===== src/pkg/monitor_cfg_pkg.sv =====
// Shared constants for the monitor global configuration register
package monitor_cfg_pkg;
    // Register port geometry
    localparam int unsigned ADDR_W = 8;
    localparam int unsigned DATA_W = 8;

    // Register address of the global configuration register
    localparam logic [ADDR_W-1:0] GLOBAL_CONFIGURATION_ADDR = 8'he3;

    // Field positions inside the global configuration register
    localparam int unsigned START_BIT      = 0;
    localparam int unsigned LOCK_BIT       = 1;
    localparam int unsigned GMASK_BIT      = 2;
    localparam int unsigned ALERT_EN_BIT   = 3;
    localparam int unsigned TIE_BIT        = 4;
    localparam int unsigned COMP_BIT       = 5;
    localparam int unsigned SPARE_BIT      = 6;
    localparam int unsigned READY_BIT      = 7;

    // Reset value and access masks
    localparam logic [DATA_W-1:0] CFG_RESET      = 8'h00;
    localparam logic [DATA_W-1:0] CFG_WRITE_MASK = 8'h7f;  // Ready is read only
    localparam logic [DATA_W-1:0] CFG_LOCK_MASK  = 8'h03;  // Start and lock freeze
    localparam logic [DATA_W-1:0] UNMAPPED_DATA  = 8'h00;

    // Thermal comparator channel count and throttle pin count
    localparam int unsigned THERM_W    = 6;
    localparam int unsigned THROTTLE_N = 2;

    // Level driven onto an open-drain pin while its enable is high
    localparam logic DRIVE_LEVEL = 1'b0;
endpackage

===== src/pkg/cfg_bus_if.sv =====
// Configuration fields passed from the register bank to the alert and throttle unit
`timescale 1ns/1ps
interface cfg_bus_if;
    logic start;          // Full operation enabled
    logic events_masked;  // All error events masked
    logic alert_en;       // Alert pin enabled
    logic comp_mode;      // Thermal comparator alert mode
    logic tie;            // Throttle pins joined

    // Register bank drives the fields
    modport ctrl (
        output start,
        output events_masked,
        output alert_en,
        output comp_mode,
        output tie
    );

    // Unit consumes them
    modport unit (
        input start,
        input events_masked,
        input alert_en,
        input comp_mode,
        input tie
    );
endinterface


===== src/core/alert_throttle_unit.sv =====
// Alert pin and processor throttle pin logic driven by the configuration fields
`timescale 1ns/1ps
module alert_throttle_unit
    import monitor_cfg_pkg::*;
(
    // Clock and reset
    input  wire logic                  i_clk,
    input  wire logic                  i_nrst,
    // Configuration
    cfg_bus_if.unit                    cfg,
    // Error sources
    input  wire logic                  i_bmc_err_any,
    input  wire logic [THERM_W-1:0]    i_thermal_live,
    input  wire logic [THERM_W-1:0]    i_thermal_mask,
    // Throttle pin levels as seen on the wire
    input  wire logic [THROTTLE_N-1:0] i_throttle_in,
    // Pin enables
    output logic                       o_alert_oe,
    output logic [THROTTLE_N-1:0]      o_throttle_oe
);
    import monitor_cfg_pkg::*;

    logic                  alert_d;  // Next alert drive
    logic                  alert_q;  // Alert drive flop
    logic [THROTTLE_N-1:0] thr_d;    // Next throttle drives
    logic [THROTTLE_N-1:0] thr_q;    // Throttle drive flops
    logic                  therm_hit; // Any unmasked live thermal condition

    // Alert source selection
    always_comb begin
        therm_hit = |(i_thermal_live & ~i_thermal_mask);
        if (!cfg.alert_en || cfg.events_masked) begin
            // Disabled pin or globally masked events never assert
            alert_d = 1'b0;
        end else if (cfg.comp_mode) begin
            // Follows the live condition, so it drops when it ends
            alert_d = therm_hit;
        end else begin
            // Any latched management error holds the pin
            alert_d = i_bmc_err_any;
        end
    end

    // Throttle tie: each pin copies the other pin when someone else pulls it.
    // Our own drive on the other pin is excluded, otherwise the pair would
    // hold itself low forever once joined.
    genvar g;
    generate
        for (g = 0; g < THROTTLE_N; g++) begin : g_thr
            always_comb begin
                thr_d[g] = cfg.tie && !i_throttle_in[THROTTLE_N-1-g]
                           && !thr_q[THROTTLE_N-1-g];
            end
        end
    endgenerate

    // Register the pin enables
    always_ff @(posedge i_clk) begin
        if (!i_nrst) begin
            alert_q <= 1'b0;
            thr_q   <= '0;
        end else begin
            alert_q <= alert_d;
            thr_q   <= thr_d;
        end
    end

    assign o_alert_oe    = alert_q;
    assign o_throttle_oe = thr_q;
endmodule


===== src/core/monitor_config_control.sv =====
// Global configuration register bank of the hardware monitor
//
// Behaviour
// - Start clear: events masked, auto fan off
// - Start clear: both fan outputs at zero
// - Measurement keeps running whatever start holds
// - Start set: unmask events, auto fan, boost
// - Lock freezes all lockable bits, start too
// - Lock clears only by external reset
// - Global mask masks events, nothing else changes
// - Alert enable bit gates the alert pin
// - Tie bit joins the two throttle pins
// - Comparator mode alerts unmasked thermal events only
// - Comparator alert drops when condition ends
// - Ready sets after all channels measured
// - Alert asserts on any management error bit, outside comparator mode
`timescale 1ns/1ps
module monitor_config_control
    import monitor_cfg_pkg::*;
(
    // Clock and reset
    input  wire logic                            i_clk,
    input  wire logic                            i_nrst,
    // Register access port from the serial slave
    input  wire logic [monitor_cfg_pkg::ADDR_W-1:0] i_reg_addr,
    input  wire logic                            i_reg_wr,
    input  wire logic                            i_reg_rd,
    input  wire logic [monitor_cfg_pkg::DATA_W-1:0] i_reg_wdata,
    output logic      [monitor_cfg_pkg::DATA_W-1:0] o_reg_rdata,
    output logic                                 o_reg_ack,
    // Measurement engine
    input  wire logic                            i_round_done,
    output logic                                 o_measure_en,
    // Control outputs to the rest of the monitor
    output logic                                 o_events_masked,
    output logic                                 o_fan_auto_en,
    output logic                                 o_boost_en,
    output logic                                 o_pwm_force_zero,
    output logic                                 o_lock,
    // Error sources for the alert pin
    input  wire logic                            i_bmc_err_any,
    input  wire logic [monitor_cfg_pkg::THERM_W-1:0] i_thermal_live,
    input  wire logic [monitor_cfg_pkg::THERM_W-1:0] i_thermal_mask,
    // Alert pin, open drain
    output logic                                 o_alert_out,
    output logic                                 o_alert_oe,
    // Processor throttle pins, open drain
    input  wire logic                            i_cpu1_throttle_signal_in,
    output logic                                 o_cpu1_throttle_signal_out,
    output logic                                 o_cpu1_throttle_signal_oe,
    input  wire logic                            i_cpu2_throttle_signal_in,
    output logic                                 o_cpu2_throttle_signal_out,
    output logic                                 o_cpu2_throttle_signal_oe
);
    import monitor_cfg_pkg::*;

    // Address decode shared by the read and write paths
    function automatic logic cfg_hit(input logic [ADDR_W-1:0] addr);
        cfg_hit = (addr == GLOBAL_CONFIGURATION_ADDR);
    endfunction

    // Register state
    logic [DATA_W-1:0] cfg_q;     // Writable fields, ready slot kept zero
    logic [DATA_W-1:0] cfg_d;     // Next writable fields
    logic              ready_q;   // First full round collected
    logic              ready_d;   // Next ready
    logic [DATA_W-1:0] rdata_q;   // Read data flop
    logic [DATA_W-1:0] rdata_d;   // Next read data
    logic              ack_q;     // Access acknowledge
    logic              ack_d;     // Next acknowledge

    // Derived control flops
    logic              masked_q;  // Global event mask in force
    logic              masked_d;
    logic              fan_q;     // Auto fan and boost allowed
    logic              fan_d;
    logic              pwm0_q;    // Force fans to zero duty
    logic              pwm0_d;
    logic              meas_q;    // Measurement enable
    logic              meas_d;

    // Open-drain drive values
    logic              alert_out_q;
    logic [1:0]        thr_out_q;

    // Fields handed to the pin unit
    cfg_bus_if cfg_if ();

    // Write path with lock protection
    always_comb begin
        logic [DATA_W-1:0] keep_mask;
        keep_mask = '0;
        cfg_d     = cfg_q;
        if (i_reg_wr && cfg_hit(i_reg_addr)) begin
            // Bits frozen by the lock keep their old value; no error shown
            keep_mask = cfg_q[LOCK_BIT] ? CFG_LOCK_MASK : '0;
            cfg_d = (cfg_q & (keep_mask | ~CFG_WRITE_MASK))
                  | (i_reg_wdata & CFG_WRITE_MASK & ~keep_mask);
        end
        // Once locked, only reset clears the lock
        if (cfg_q[LOCK_BIT]) begin
            cfg_d[LOCK_BIT] = 1'b1;
        end
    end

    // Ready flag: set by hardware, software cannot clear it
    always_comb begin
        ready_d = ready_q | i_round_done;
    end

    // Read path and acknowledge
    always_comb begin
        rdata_d = rdata_q;
        ack_d   = i_reg_wr | i_reg_rd;
        if (i_reg_rd) begin
            if (cfg_hit(i_reg_addr)) begin
                // Ready lives in its own flop and is merged here
                rdata_d = cfg_q;
                rdata_d[READY_BIT] = ready_q;
            end else begin
                // Unmapped addresses answer zero
                rdata_d = UNMAPPED_DATA;
            end
        end
    end

    // Control outputs follow the next register value, so they move on the
    // same edge as the field itself rather than one cycle late
    always_comb begin
        masked_d = !cfg_d[START_BIT] || cfg_d[GMASK_BIT];
        fan_d    = cfg_d[START_BIT];
        pwm0_d   = !cfg_d[START_BIT];
        meas_d   = 1'b1;
    end

    // Register all state
    always_ff @(posedge i_clk) begin
        if (!i_nrst) begin
            // External reset is the only way out of lock
            cfg_q       <= CFG_RESET;
            ready_q     <= 1'b0;
            rdata_q     <= '0;
            ack_q       <= 1'b0;
            masked_q    <= 1'b1;
            fan_q       <= 1'b0;
            pwm0_q      <= 1'b1;
            meas_q      <= 1'b1;
            alert_out_q <= DRIVE_LEVEL;
            thr_out_q   <= {2{DRIVE_LEVEL}};
        end else begin
            cfg_q       <= cfg_d;
            ready_q     <= ready_d;
            rdata_q     <= rdata_d;
            ack_q       <= ack_d;
            masked_q    <= masked_d;
            fan_q       <= fan_d;
            pwm0_q      <= pwm0_d;
            meas_q      <= meas_d;
            alert_out_q <= DRIVE_LEVEL;
            thr_out_q   <= {2{DRIVE_LEVEL}};
        end
    end

    // Hand the stored fields to the pin unit
    assign cfg_if.start         = cfg_q[START_BIT];
    assign cfg_if.events_masked = masked_q;
    assign cfg_if.alert_en      = cfg_q[ALERT_EN_BIT];
    assign cfg_if.comp_mode     = cfg_q[COMP_BIT];
    assign cfg_if.tie           = cfg_q[TIE_BIT];

    // Pin enables for alert and throttle lines
    logic [1:0] thr_oe;  // Throttle enables from the unit

    alert_throttle_unit u_pins (
        .i_clk          (i_clk),
        .i_nrst         (i_nrst),
        .cfg            (cfg_if),
        .i_bmc_err_any  (i_bmc_err_any),
        .i_thermal_live (i_thermal_live),
        .i_thermal_mask (i_thermal_mask),
        .i_throttle_in  ({i_cpu2_throttle_signal_in, i_cpu1_throttle_signal_in}),
        .o_alert_oe     (o_alert_oe),
        .o_throttle_oe  (thr_oe)
    );

    // Outputs, all from flops
    assign o_reg_rdata                = rdata_q;
    assign o_reg_ack                  = ack_q;
    assign o_measure_en               = meas_q;
    assign o_events_masked            = masked_q;
    assign o_fan_auto_en              = fan_q;
    assign o_boost_en                 = fan_q;
    assign o_pwm_force_zero           = pwm0_q;
    assign o_lock                     = cfg_q[LOCK_BIT];
    assign o_alert_out                = alert_out_q;
    assign o_cpu1_throttle_signal_out = thr_out_q[0];
    assign o_cpu1_throttle_signal_oe  = thr_oe[0];
    assign o_cpu2_throttle_signal_out = thr_out_q[1];
    assign o_cpu2_throttle_signal_oe  = thr_oe[1];
endmodule


===== config.mk =====
export PLATFORM = sky130hd
export DESIGN_NAME = monitor_config_control
export DESIGN_NICKNAME = d
export VERILOG_FILES = /design/src/pkg/monitor_cfg_pkg.sv /design/src/pkg/cfg_bus_if.sv /design/src/core/alert_throttle_unit.sv /design/src/core/monitor_config_control.sv
export SDC_FILE = /design/constraint.sdc
export NUM_CORES = 1
export LEC_CHECK = 0
export ABC_CLOCK_PERIOD_IN_PS = 1600
export BUFFER_PORTS_ARGS = -buffer_cell sky130_fd_sc_hd__buf_4
export CAP_MARGIN = 15
export CORE_ASPECT_RATIO = 1.2
export CORE_UTILIZATION = 28
export DETAILED_ROUTE_END_ITERATION = 6
export PLACE_DENSITY_LB_ADDON = 0.08
export SLEW_MARGIN = 40
export SYNTH_ARGS = -nofsm -noshare
export SYNTH_HDL_FRONTEND = slang
export SYNTH_SLANG_ARGS = --single-unit

===== constraint.sdc =====
create_clock -name i_clk -period 1.6 [get_ports i_clk]
set_input_delay 0.32 -clock i_clk [delete_from_list [all_inputs] [get_ports i_clk]]
set_output_delay 0.32 -clock i_clk [all_outputs]
set_load 0.01 [all_outputs]

# Yosys cells after proc, flatten, opt, wreduce, memory -nomap -nowiden
# Cells that the tools add are included.
[totals]
ff_bits = 24
output_inout_bits = 21
[classes]
n_eq_ne = 1
mux = 5
bitwise = 9
n_reduce_logical = 16
[op_table]
columns = ["operator", "n"]
rows = [
  ["AND 7 x 8 -> 8 bit", 1],
  ["AND 8 bit", 1],
  ["== test 8 bit (second input constant)", 1],
  ["2-to-1 mux 8 bit", 1],
  ["NOT 2 -> 8 bit", 1],
  ["OR 8 bit", 1],
  ["AND 6 bit", 1],
  ["zero test 1 bit", 6],
  ["NOT 6 bit", 1],
  ["OR reduction 6 bit", 1],
  ["logical AND 1 bit", 5],
  ["2-to-1 mux 3 bit", 1],
  ["logical OR 1 bit", 2],
  ["2-to-1 mux 1 bit", 2],
  ["2-to-1 mux 2 bit", 1],
  ["OR 1 bit", 2],
  ["nonzero test 2 bit", 1],
  ["OR reduction 2 bit", 1],
  ["NOT 1 bit", 1],
]

# Logic depth before layout (Yosys ltp)
[depth]
ltp_word = 7
mapped_depth = 4
ltp_nobuf = 4

# Modules after synthesis
# A second synthesis with hierarchy kept.
[unflattened]
cells_unflattened = 88
hier_area_um2 = 897.1
[modules_own_cells]
columns = ["mod", "instances", "cells_per_inst", "area_per_inst_um2", "seq_area_each_um2"]
rows = [
  ["monitor_config_control", 1, 71, 757.0, 380.4],
  ["alert_throttle_unit", 1, 17, 140.1, 60.1],
]

# Worst setup path before layout
# OpenSTA, ideal clock, no wires.
[synth_path]
kind = "input to register"
from = "input i_reg_addr[2] (netlist name)"
to = "register masked_q (netlist: o_events_masked)"
setup_ns = 0.136
t_arrival_ns = 1.243
required_ns = 1.464
setup_slack_ns = 0.221
cell_stages = 4
path_cell_list = "nand4bb_4 > nor4_1 > mux2i_1 > o211ai_1"
[synth_between]
elab_chain_len = 5
[synth_rtl]
columns = ["item", "line_no", "text"]
rows = [
  ["start, declared", "monitor_config_control.sv:25", "input wire logic [monitor_cfg_pkg::ADDR_W-1:0] i_reg_addr,"],
  ["== test 8 bit (*)", "monitor_config_control.sv:59", "cfg_hit = (addr == GLOBAL_CONFIGURATION_ADDR);"],
  ["logical AND 1 bit (*)", "monitor_config_control.sv:94", "if (i_reg_wr && cfg_hit(i_reg_addr)) begin"],
  ["2-to-1 mux 3 bit (*)", "monitor_config_control.sv:94", ""],
  ["zero test 1 bit", "monitor_config_control.sv:130", "masked_d = !cfg_d[START_BIT] || cfg_d[GMASK_BIT];"],
  ["logical OR 1 bit (*)", "monitor_config_control.sv:130", ""],
  ["end signal, assigned", "monitor_config_control.sv:155", "masked_q <= masked_d;"],
  ["end, declared", "monitor_config_control.sv:73", "logic masked_q;"],
]
# Mark *: on every way between the ends. The rest lies on a longest branch, timed or not. The select of a mux whose other input is x is not followed.
# A chain may end at the register's enable or synchronous reset.

# Worst setup path in the final report
[layout_path]
from = "register cfg_q[1]"
to = "register masked_q (netlist: o_events_masked)"
[layout_between]
elab_chain_len = 7
[layout_rtl]
columns = ["item", "line_no", "text"]
rows = [
  ["start, declared", "monitor_config_control.sv:63", "logic [DATA_W-1:0] cfg_q;"],
  ["start signal, assigned", "monitor_config_control.sv:151", "cfg_q <= cfg_d;"],
  ["2-to-1 mux 2 bit (*)", "monitor_config_control.sv:96", "keep_mask = cfg_q[LOCK_BIT] ? CFG_LOCK_MASK : '0;"],
  ["NOT 2 -> 8 bit", "monitor_config_control.sv:98", "| (i_reg_wdata & CFG_WRITE_MASK & ~keep_mask);"],
  ["AND 7 x 8 -> 8 bit", "monitor_config_control.sv:98", ""],
  ["OR 8 bit (*)", "monitor_config_control.sv:98", ""],
  ["2-to-1 mux 3 bit (*)", "monitor_config_control.sv:94", ""],
  ["zero test 1 bit (*)", "monitor_config_control.sv:130", ""],
  ["logical OR 1 bit (*)", "monitor_config_control.sv:130", ""],
]
# Marks and branches as above.

==> results.sh <==
export IMPL_outcome="finished clean"
export IMPL_internal_power_uw=762
export IMPL_ys_seq_area_share_pct=48.8
export IMPL_syn_area_sq_um=903
export IMPL_ios=57
export IMPL_antenna_left=0
export IMPL_avgSynthCellArea_sq_um=10.2
export IMPL_drive_gt1_share_pct=44.1
export IMPL_max_clock_freq_mhz=791
export IMPL_min_path_type="in -> reg"
export IMPL_multi_input_area_sq_um=388
export IMPL_hpwlAfterDp_um=1520
export IMPL_first_global_vias=740
export IMPL_crit_fanout=4
export IMPL_rows=22
export IMPL_synth_warnings=0
export IMPL_hold_viol=0
export IMPL_nets=180
export IMPL_cts_clk_slew_worst_paths_ns=0.12
export IMPL_grt_util_met2_pct=20.4
export IMPL_setup_viol=0
export IMPL_vias_per_cell=4.42
export IMPL_dp_slack_ns=0.0483
export IMPL_register_area_sq_um=440
export IMPL_die_area_sq_mm=0.00346
export IMPL_cts_setup_buffers=0
export IMPL_arrival_ns=1.46
export IMPL_htree_levels=1
export IMPL_combPwrFrac_pct=11.5
export IMPL_drt_first_pass_iters=4
export IMPL_worstSetupPathType="reg -> reg"
export IMPL_grt_overflow_total=0
export IMPL_critPathRequiredTime_ns=1.79
export IMPL_grt_pass1_wl_um=3080
export IMPL_die_h_um=64.2
export IMPL_place_area_sq_mm=0.00132
export IMPL_track_usage_pct=12.3
export IMPL_n_antenna_cell=0
export IMPL_place_congestion=0.693
export IMPL_antenna_found_initial=0
export IMPL_cts_num_sinks=22
export IMPL_post_route_util_pct=44.5
export IMPL_rsz0062_at_grt="false"
export IMPL_switchingPower_uw=202
export IMPL_skew_ns=0.00496
export IMPL_cts_path_max_buffers=2
export IMPL_grt_busiest_layer="met2"
export IMPL_ir_drop_mv=0.369
export IMPL_use_met3_pct=3.10
export IMPL_period_needed_ns=1.26
export IMPL_clkPwrFrac_pct=31.2
export IMPL_crit_path_start_kind="flip-flop"
export IMPL_cts_tree="yes"
export IMPL_synth_seq_cells=22
export IMPL_slew_violations=0
export IMPL_p_total_uw=964
export IMPL_num_fill_cells=333
export IMPL_route_vias_total=792
export IMPL_period_share_pct=79.0
export IMPL_start_util_pct=29.6
export IMPL_share_seq_of_total_power_pct=57.3
export IMPL_cts_resized=0
export IMPL_p_sw_share_pct=20.9
export IMPL_cap_viol_max_count=0
export IMPL_drt_iter0_drc=13
export IMPL_io_buffers=51
export IMPL_setup_ws_ns=0.336
export IMPL_ctsHoldBuffers=0
export IMPL_r2r_slack_ns=0.34
export IMPL_design_area_sq_mm=0.00136
export IMPL_drt_total_wl_um=1990
export IMPL_met1_usage_pct=14.2
export IMPL_tns_ns=0
export IMPL_cts_root_buf="clkbuf_4"
export IMPL_detail_route_wl_per_cell_um=11.1
export IMPL_grt_max_degree=22
export IMPL_powerDensity_mw_per_mm2=709
export IMPL_cts_made_buffers=3
export IMPL_synth_cells=89
export IMPL_clkLatencyLatePin_ns=0.30
export IMPL_core_area_sq_mm=0.00306
export IMPL_yosysUniqueCellTypes=23
export IMPL_drc=0
export IMPL_die_width_um=53.9
export IMPL_leakagePower_uw=0.000611
export IMPL_end_kind="flip-flop"
export IMPL_area_delta_synth_final_pct=50.6
-- placed cells by master (no fill, tap or decap), types with 3 or more instances in the layout --
| master | synthesis | final |
|---|---|---|
| a22oi_1 | 8 | 8 |
| buf_4 | 5 | 55 |
| clkbuf_4 | 0 | 3 |
| conb_1 | 2 | 4 |
| dfxtp_1 | 22 | 22 |
| inv_1 | 9 | 9 |
| mux2i_1 | 5 | 5 |
| nand2_1 | 4 | 4 |
| nor2b_1 | 13 | 13 |
-- critical path, cell delays in order (launching register included) --
cell and delay (ns):
dfxtp_1 0.36, nor4_1 0.37, mux2i_1 0.31, o211ai_1 0.12
-- cells by family (layout without fill, tap and decap cells) --
family | after synthesis | count (layout) | share of synthesized area (%)
simple gates | 25 | 25 | 21.3
flops | 22 | 22 | 48.8
compound gates | 18 | 18 | 14.4
buf+inv | 17 | 69 | 9.14
mux | 5 | 5 | 5.54
other cells | 2 | 4 | 0.831
-- per-layer routing --
metal | vias to the layer above | wire length, um
met5 | - | 0
met4 | 0 | 23
met3 | 2 | 160
met2 | 28 | 975
met1 | 361 | 827
li1 | 401 | -
-- metrics by stage --
stage	hold WS, ns	instances
after floorplan	0.398	91
after global placement	0.410	175
after detailed placement	0.417	175
after CTS	0.145	179
after global routing	0.146	179
final	0.165	179
-- cells in the mapped netlist --
cell type  count  area [sq um]
a221oi_1       1          8.76
nand4b_2       1          15.0
conb_1         2          7.51
nor2b_1       13          81.3
nor3_4         2          32.5
a222oi_1       1          10.0
clkbuf_1       2          7.51
nand2_1        4          15.0
mux2i_1        5          50.1
clkinv_1       1          3.75
nor4_1         1          6.26
o21ai_0        2          10.0
a22oi_1        8          60.1
nor3_1         2          10.0
o211ai_1       1          7.51
buf_4          5          37.5
nand3_1        1          5.00
a21oi_1        2          10.0
inv_1          9          33.8
nand4bb_4      1          27.5
dfxtp_1       22           440
o21a_1         2          15.0
o2111ai_1      1          8.76
-- layout make-up --
| cell class | instances | share of cell area, % |
|---|---|---|
| Sequential cell | 22 | 32.4 |
| Timing Repair Buffer | 55 | 30.4 |
| Multi-Input combinational cell | 52 | 28.5 |
| Tap cell | 36 | 3.31 |
| Inverter | 10 | 2.76 |
| Clock buffer | 4 | 2.67 |
-- power groups by stage --
stage          Combinational, uW  Sequential [uW]  Clock, uW
6_report                     110              553        301
5_1_grt                      120              553        337
3_5_place_dp                 112              565          0
3_3_place_gp                 110              565          0
4_1_cts                      112              553        323
2_1_floorplan               40.4              566          0
-- state kept, by name, summed over array words and instances, names as in the netlist, named ones only --
name	flops
cfg_q	6
o_events_masked	1
o_pwm_force_zero	1
o_reg_ack	1
o_reg_rdata	8
ready_q	1
u_pins.o_alert_oe	1
u_pins.o_throttle_oe	2
-- path summary, 6_finish.rpt --
kind / endpoint / depth (start not counted) / startpoint
max: o_events_masked$_SDFF_PN1_ / 3 / cfg_q[1]$_SDFFE_PN0P_
min: u_pins.o_throttle_oe[0]$_SDFF_PN0_ / 2 / i_cpu2_throttle_signal_in
max reg2reg: o_events_masked$_SDFF_PN1_ / 3 / cfg_q[1]$_SDFFE_PN0P_
min reg2reg: u_pins.o_throttle_oe[1]$_SDFF_PN0_ / 1 / u_pins.o_throttle_oe[0]$_SDFF_PN0_
(Power assumes the default switching activity.)
